File: src/hdl/cfem_pkg.sv
// Constants and types for the CAN acceptance-filter extended identifier
// and mask-source selection block.
// Assumes a single module clock and a plain one-cycle register port.
package cfem_pkg;

  localparam int unsigned NUM_FILTERS = 16;
  localparam int unsigned SEL_FILTERS = 8;
  localparam int unsigned ID_W        = 16;
  localparam int unsigned ADDR_W      = 5;

  // Register indices on the register port.
  localparam logic [ADDR_W-1:0] REG_EXT_ID_BASE = 5'h00;
  localparam logic [ADDR_W-1:0] REG_EXT_ID_LAST = 5'h0f;
  localparam logic [ADDR_W-1:0] REG_MASK_SEL    = 5'h10;
  localparam logic [ADDR_W-1:0] REG_MATCH_STAT  = 5'h11;

  // Values after reset, and the value read from an unmapped index.
  localparam logic [ID_W-1:0] EXT_ID_RESET   = 16'h0000;
  localparam logic [ID_W-1:0] MASK_SEL_RESET = 16'h0000;
  localparam logic [ID_W-1:0] MATCH_RESET    = 16'h0000;
  localparam logic [ID_W-1:0] RDATA_RESET    = 16'h0000;
  localparam logic [ID_W-1:0] UNMAPPED_READ  = 16'h0000;

  // Width of one mask-source field.
  localparam int unsigned SEL_W = 2;

  typedef enum logic [1:0] {
    SRC_MASK0 = 2'b00,
    SRC_MASK1 = 2'b01,
    SRC_MASK2 = 2'b10,
    SRC_RSVD  = 2'b11
  } cfem_mask_src_t;

endpackage

File: src/hdl/cfem_mask_pick.sv
// Mask-source decoder for one filter: turns a 2-bit source field into
// the acceptance mask that applies to the filter.
// Assumes the three mask words come from mask registers outside.
`timescale 1ns/1ps
`default_nettype none
module cfem_mask_pick
  import cfem_pkg::*;
(
  input  wire logic [SEL_W-1:0] srcSel,    // Mask-source field
  input  wire logic [ID_W-1:0]  mask0,     // Acceptance mask 0
  input  wire logic [ID_W-1:0]  mask1,     // Acceptance mask 1
  input  wire logic [ID_W-1:0]  mask2,     // Acceptance mask 2
  output logic      [ID_W-1:0]  maskOut,   // Selected mask
  output logic                  reserved   // Field holds the reserved code
);

  // The reserved code selects no mask; the filter is then kept from
  // matching so that a bad setup rejects traffic rather than flooding.
  assign reserved = (srcSel == SRC_RSVD);
  assign maskOut  = (srcSel == SRC_MASK0) ? mask0 :
                    (srcSel == SRC_MASK1) ? mask1 :
                    (srcSel == SRC_MASK2) ? mask2 : '0;

endmodule
`default_nettype wire

File: src/hdl/cfem_ext_match.sv
// Bitwise comparator of one filter's stored extended identifier bits
// against a received identifier, under the selected mask.
// Assumes inputs are stable registers on the same clock.
`timescale 1ns/1ps
`default_nettype none
module cfem_ext_match
  import cfem_pkg::*;
(
  input  wire logic [ID_W-1:0] filterId,  // Stored filter identifier bits
  input  wire logic [ID_W-1:0] rxId,      // Received identifier bits
  input  wire logic [ID_W-1:0] mask,      // Selected acceptance mask
  input  wire logic            blocked,   // Reserved mask source in use
  output logic                 hit        // Filter accepts the identifier
);

  logic [ID_W-1:0] bitMiss;

  // A one must meet a one and a zero a zero, only where the mask is set.
  assign bitMiss = (filterId ^ rxId) & mask;
  assign hit     = !blocked && (bitMiss == '0);

endmodule
`default_nettype wire

File: src/hdl/cfem_filter_top.sv
// Acceptance-filter extended identifier store and mask-source selection,
// with a register port and a per-filter match result.
// Assumes received identifiers, masks and the upper-filter selection come
// from logic on the same module clock.
//
// Chosen here: the plain strobed port and the placing of the registers.
`timescale 1ns/1ps
`default_nettype none
// Contract
// - Sixteen filters each have a writable and readable 16-bit extended identifier register.
// - Bits 15 to 0 of that register hold identifier bits 15 to 0 in the same positions.
// - A stored one matches only a received one at that position.
// - A stored zero matches only a received zero at that position.
// - One 16-bit selection register holds 2-bit mask-source fields, filter 7 on top, filter 0 at bottom.
// - Field value 00 picks mask 0, 01 picks mask 1 and 10 picks mask 2.
module cfem_filter_top
  import cfem_pkg::*;
(
  input  wire logic              clock,      // Module clock, 125 MHz
  input  wire logic              rst,        // Synchronous reset, active high
  input  wire logic [ADDR_W-1:0] regAddr,    // Register index
  input  wire logic [ID_W-1:0]   regWdata,   // Write data
  input  wire logic              regWr,      // Write strobe
  input  wire logic              regRd,      // Read strobe
  output logic      [ID_W-1:0]   regRdata,   // Read data, cycle after strobe
  input  wire logic [ID_W-1:0]   rxExtId,    // Received identifier bits 15-0
  input  wire logic              rxValid,    // Received identifier present
  input  wire logic [ID_W-1:0]   mask0,      // Acceptance mask 0 bits 15-0
  input  wire logic [ID_W-1:0]   mask1,      // Acceptance mask 1 bits 15-0
  input  wire logic [ID_W-1:0]   mask2,      // Acceptance mask 2 bits 15-0
  input  wire logic [ID_W-1:0]   selHigh,    // Mask sources of filters 15-8
  output logic      [ID_W-1:0]   matchVec,   // Per-filter hit, one per filter
  output logic                   matchValid  // matchVec is fresh this cycle
);

  ////////////////////////////////////////////////////////////////////////////
  // Register storage and decode

  logic [ID_W-1:0] extId_q [NUM_FILTERS];
  logic [ID_W-1:0] maskSel_q;
  logic [ID_W-1:0] maskSel_d;
  logic [ID_W-1:0] lastMatch_q;
  logic [ID_W-1:0] rdata_q;
  logic [ID_W-1:0] rdata_d;
  logic [ID_W-1:0] match_q;
  logic [ID_W-1:0] match_d;
  logic            matchValid_q;

  wire  [3:0]      regIdx     = regAddr[3:0];
  wire             hitExtId   = (regAddr <= REG_EXT_ID_LAST);
  wire             hitMaskSel = (regAddr == REG_MASK_SEL);
  wire             hitStat    = (regAddr == REG_MATCH_STAT);
  wire             wrExtId    = regWr && hitExtId;
  wire             wrMaskSel  = regWr && hitMaskSel;

  assign maskSel_d = wrMaskSel ? regWdata : maskSel_q;

  // Readback mux; unmapped indices read as zero.
  assign rdata_d = !regRd     ? RDATA_RESET :
                   hitExtId   ? extId_q[regIdx] :
                   hitMaskSel ? maskSel_q :
                   hitStat    ? lastMatch_q : UNMAPPED_READ;

  always_ff @(posedge clock)
  begin
    if (rst)
    begin
      for (int i = 0; i < NUM_FILTERS; i++)
      begin
        extId_q[i] <= EXT_ID_RESET;
      end
    end
    else if (wrExtId)
    begin
      extId_q[regIdx] <= regWdata;
    end
  end

  always_ff @(posedge clock)
  begin
    if (rst)
    begin
      maskSel_q <= MASK_SEL_RESET;
      rdata_q   <= RDATA_RESET;
    end
    else
    begin
      maskSel_q <= maskSel_d;
      rdata_q   <= rdata_d;
    end
  end

  assign regRdata = rdata_q;

  ////////////////////////////////////////////////////////////////////////////
  // Mask selection and comparison, one slice per filter

  logic [ID_W-1:0]        effMask [NUM_FILTERS];
  logic [NUM_FILTERS-1:0] rsvd;
  logic [NUM_FILTERS-1:0] hitNow;
  wire  [2*ID_W-1:0]      allSel = {selHigh, maskSel_q};

  generate
    for (genvar f = 0; f < NUM_FILTERS; f++)
    begin : g_filter
      cfem_mask_pick u_pick (
        .srcSel   (allSel[SEL_W*f +: SEL_W]),
        .mask0    (mask0),
        .mask1    (mask1),
        .mask2    (mask2),
        .maskOut  (effMask[f]),
        .reserved (rsvd[f])
      );
      cfem_ext_match u_match (
        .filterId (extId_q[f]),
        .rxId     (rxExtId),
        .mask     (effMask[f]),
        .blocked  (rsvd[f]),
        .hit      (hitNow[f])
      );
    end
  endgenerate

  // Result is held between identifiers so the datapath can sample it late.
  assign match_d = rxValid ? hitNow : match_q;

  always_ff @(posedge clock)
  begin
    if (rst)
    begin
      match_q      <= MATCH_RESET;
      lastMatch_q  <= MATCH_RESET;
      matchValid_q <= 1'b0;
    end
    else
    begin
      match_q      <= match_d;
      lastMatch_q  <= match_d;
      matchValid_q <= rxValid;
    end
  end

  assign matchVec   = match_q;
  assign matchValid = matchValid_q;
endmodule
`default_nettype wire

File: config.mk
export PLATFORM = sky130hd
export DESIGN_NAME = cfem_filter_top
export DESIGN_NICKNAME = d
export VERILOG_FILES = /design/src/hdl/cfem_pkg.sv /design/src/hdl/cfem_mask_pick.sv /design/src/hdl/cfem_ext_match.sv /design/src/hdl/cfem_filter_top.sv
export SDC_FILE = /design/constraint.sdc
export NUM_CORES = 1
export LEC_CHECK = 0
export ABC_AREA = 1
export BUFFER_PORTS_ARGS = -buffer_cell sky130_fd_sc_hd__buf_2
export CAP_MARGIN = 20
export CORE_ASPECT_RATIO = 2
export CORE_MARGIN = 1
export CORE_UTILIZATION = 40
export DETAILED_ROUTE_END_ITERATION = 10
export PLACE_DENSITY = 0.58
export RECOVER_POWER = 25
export SLEW_MARGIN = 20
export SYNTH_ARGS = -nofsm -noshare
export SYNTH_HDL_FRONTEND = slang
export SYNTH_SLANG_ARGS = --single-unit
File: constraint.sdc
create_clock -name clock -period 2.8 [get_ports clock]
set_input_delay 0.56 -clock clock [delete_from_list [all_inputs] [get_ports clock]]
set_output_delay 0.56 -clock clock [all_outputs]
set_load 0.005 [all_outputs]
==> impl_metrics.py <==
metrics = {
    "status": {
        "outcome": "complete, but fails checks",
        "violations": "max-capacitance violations, max-slew violations",
    },
    "worst_setup_path": {
        "slowest_delay_ns": 0.86,
        "end_kind": "register",
        "path_buf_inv": 4,
        "cp_cell_sequence": "clkbuf_1, inv_1, nand3_1, nor2_1, clkbuf_1, nand2_2, clkbuf_1, nor2_1",
        "crit_family": "buffers and inverters",
        "path_class": "in -> reg",
        "timing.rr.start": "maskSel_q[6]",
        "slowest_stage": "clkbuf_1",
        "cp-start-kind": "input port",
        "path_max_fanout": 16,
        "rr_worst_depth": 8,
        "cpMostUsedCell": "clkbuf_1",
        "r2r_end": "matchVec[3]",
        "cp.required_ns": 3.13,
        "arrival_ns": 2.81,
        "reg2reg_slack_ns": 0.49,
    },
    "timing": {
        "slew_viol_final": 18,
        "layout_setup_ws_ns": 0.320,
        "fin_crit_ns": 2.48,
        "max_freq_ghz": 0.403,
        "worst_pin_slew_ns": 1.53,
        "tns_ns": 0,
        "hold_viol_final": 0,
        "rsz0062_at_grt": "no",
        "slew-limit-headroom_pct": -2.27,
        "min_period_over_period_pct": 88.6,
        "setup_violations": 0,
        "fin_skew_ns": 0.0201,
    },
    "clock_network": {
        "post_cts_buffers": 0,
        "hold_buffers": 0,
        "cts_buffers": 30,
        "cts_tree": "done",
        "clockBufferDepth": 3,
        "clk_latency_ns": 0.64,
        "root_buffer": "clkbuf_16",
        "htree_levels": 1,
        "cts_resized": 0,
        "cts_sinks": 305,
        "clk_pin_slew_ns": 0.07,
    },
    "grt": {
        "antenna_found_initial": 3,
        "grt_pass1_wl_um": 179000,
        "overflow": 0,
        "grt_pass1_vias": 24526,
        "grt_max_degree": 69,
        "grt_use_total_pct": 42.7,
    },
    "die": {
        "start_util_pct": 40.4,
        "rows": 125,
        "core_area_mm2": 0.0579,
        "die_y_um": 344,
        "die-width_um": 173,
        "dieArea_mm2": 0.0594,
        "pin_count": 139,
    },
    "synth": {
        "syn-num-nets": 3601,
        "synthesis.area_mm2": 0.0234,
        "ys_warn_count": 0,
        "synth_cell_type_count": 32,
        "netlist_instances": 3495,
        "yosysSeqAreaShare_pct": 37.1,
        "avgSynthCellArea_um2": 6.68,
        "synth_seq_cells": 305,
    },
    "hold_path": {
        "hold_class": "in -> reg",
        "hold_depth": 3,
        "min_to": "maskSel_q[12]",
        "min_from": "regWdata[12]",
    },
    "power": {
        "peakVddDrop_v": 0.000383,
        "power_density_mw_per_mm2": 486,
        "p_leak_nw": 12.1,
    },
    "final_layout": {
        "final_net_count": 3708,
        "syn_to_final_growth_pct": 12.4,
        "drive_above_1_share_pct": 12.0,
    },
    "placement": {
        "gp_congestion": 1.11,
        "io_buffers": 138,
        "dp_hpwl_um": 95000,
        "dp_slack_ns": 0.248,
    },
    "run": {
        "cap_viol_max_count": 1,
    },
    "detailed_routing": {
        "ant_nets": 0,
        "drc_errors": 0,
        "vias": 26285,
        "drt-total-wl_um": 129000,
        "drt-initial-drc-count": 3401,
        "wl_per_cell_um": 29.4,
        "viasPerCell": 5.99,
        "dr.pass1.iters": 8,
    },
}
==> cell families (layout without fill, tap and decap cells) <==
| family | after synthesis | in the layout | synth area share [%] |
|---|---|---|---|
| and+or+nand+nor | 2015 | 2015 | 35.0 |
| AOI/OAI and AO/OA | 548 | 548 | 13.5 |
| buffers and inverters | 485 | 616 | 9.13 |
| DFF | 305 | 305 | 37.1 |
| xor gates and xnor gates | 142 | 142 | 5.33 |
| other | 0 | 1 | 0 |
==> worst min-delay path, stage by stage <==
cell     delay (ns)
buf_2          0.09
o21ai_0        0.08
a21oi_1        0.10
==> routing by layer <==
metal	global-route usage [%]	routed length, um	up-vias
met5	0	12	-
met4	39.6	14800	2
met3	9.00	14000	695
met2	69.6	58100	2049
met1	46.4	42100	12023
li1	-	-	11516
==> worst max-delay path by stage <==
stage | slack, ns | cells after the start | startpoint | endpoint
2_1_floorplan | 0.53 | 7 | rst | extId_q[8][0]
3_3_place_gp | 0.25 | 11 | regAddr[1] | regRdata[4]
3_5_place_dp | 0.25 | 11 | regAddr[1] | regRdata[4]
4_1_cts | 0.68 | 12 | maskSel_q[13] | matchVec[6]
5_1_grt | 0.28 | 8 | rst | extId_q[13][2]
6_report | 0.32 | 8 | rst | extId_q[14][1]
==> layout make-up <==
class | instances | area [um2]
Tap cell | 762 | 953
Sequential cell | 305 | 8670
Fill cell | 6177 | 31600
Multi-Input combinational cell | 2705 | 12500
Inverter | 238 | 893
Clock buffer | 35 | 801
Antenna cell | 1 | 2.50
Timing Repair Buffer | 322 | 2180
Clock inverter | 21 | 224
==> cell usage after synthesis <==
cell type | count | share of area (%)
nand2_1 | 1084 | 17
nor2_4 | 14 | 0.68
buf_6 | 4 | 0.19
buf_2 | 132 | 2.8
o22ai_1 | 25 | 0.67
dfxtp_1 | 49 | 4.2
nand4_1 | 5 | 0.13
nor3_4 | 1 | 0.070
nand3_4 | 1 | 0.075
o21ai_0 | 268 | 5.7
a22oi_1 | 109 | 3.5
buf_4 | 31 | 1.0
inv_1 | 220 | 3.5
a22o_1 | 9 | 0.34
nand2_2 | 18 | 0.48
xor2_1 | 129 | 4.8
nand3_1 | 246 | 5.3
nor3_1 | 4 | 0.086
inv_2 | 9 | 0.14
or2_2 | 34 | 0.91
nand4_2 | 1 | 0.054
xnor2_1 | 13 | 0.49
a21oi_1 | 101 | 2.2
clkbuf_1 | 77 | 1.2
nor2_2 | 4 | 0.11
clkinv_1 | 9 | 0.14
edfxtp_1 | 256 | 33
buf_1 | 3 | 0.048
o21ai_1 | 15 | 0.32
nor2_1 | 603 | 9.7
o211ai_1 | 14 | 0.45
o221ai_1 | 7 | 0.26
==> power by group <==
group,switching [mW],leakage [nW],internal [mW]
sequential,0.209,2.83,5.14
combinational,2.10,8.76,0.844
clock,2.10,0.495,2.36
total,4.41,12.1,8.34
==> registers in the layout (all words and copies together), names as in the netlist <==
signal,cells
matchValid,1
matchVec,16
extId_q,256
regRdata,16
maskSel_q,16
==> cells in the final DEF (no fill, tap or decap), drive strengths merged, types with 7 or more instances in the layout <==
cell,count
o22ai,25
or2,34
a22o,9
edfxtp,256
a21oi,101
o211ai,14
buf,307
nor2,621
xor2,129
a22oi,109
inv,235
dfxtp,49
nand2,1102
o21ai,283
clkbuf,50
xnor2,13
nand3,247
o221ai,7
clkinv,17
==> through the flow <==
step                      std cells  utilization, %  instance area (um2)  hold WS, ns  power (mW)
after floorplan                3495               -                23400        0.475        6.96
after global placement         4332            43.7                25300        0.479        8.25
after detailed placement       4332            43.7                25300        0.489        8.24
after CTS                      4388            45.5                26300        0.233        12.6
after global routing           4388            45.3                26200        0.298        13.0
final                          4389            45.3                26200        0.245        12.7
No activity file was read; power rests on OpenSTA's default activity.
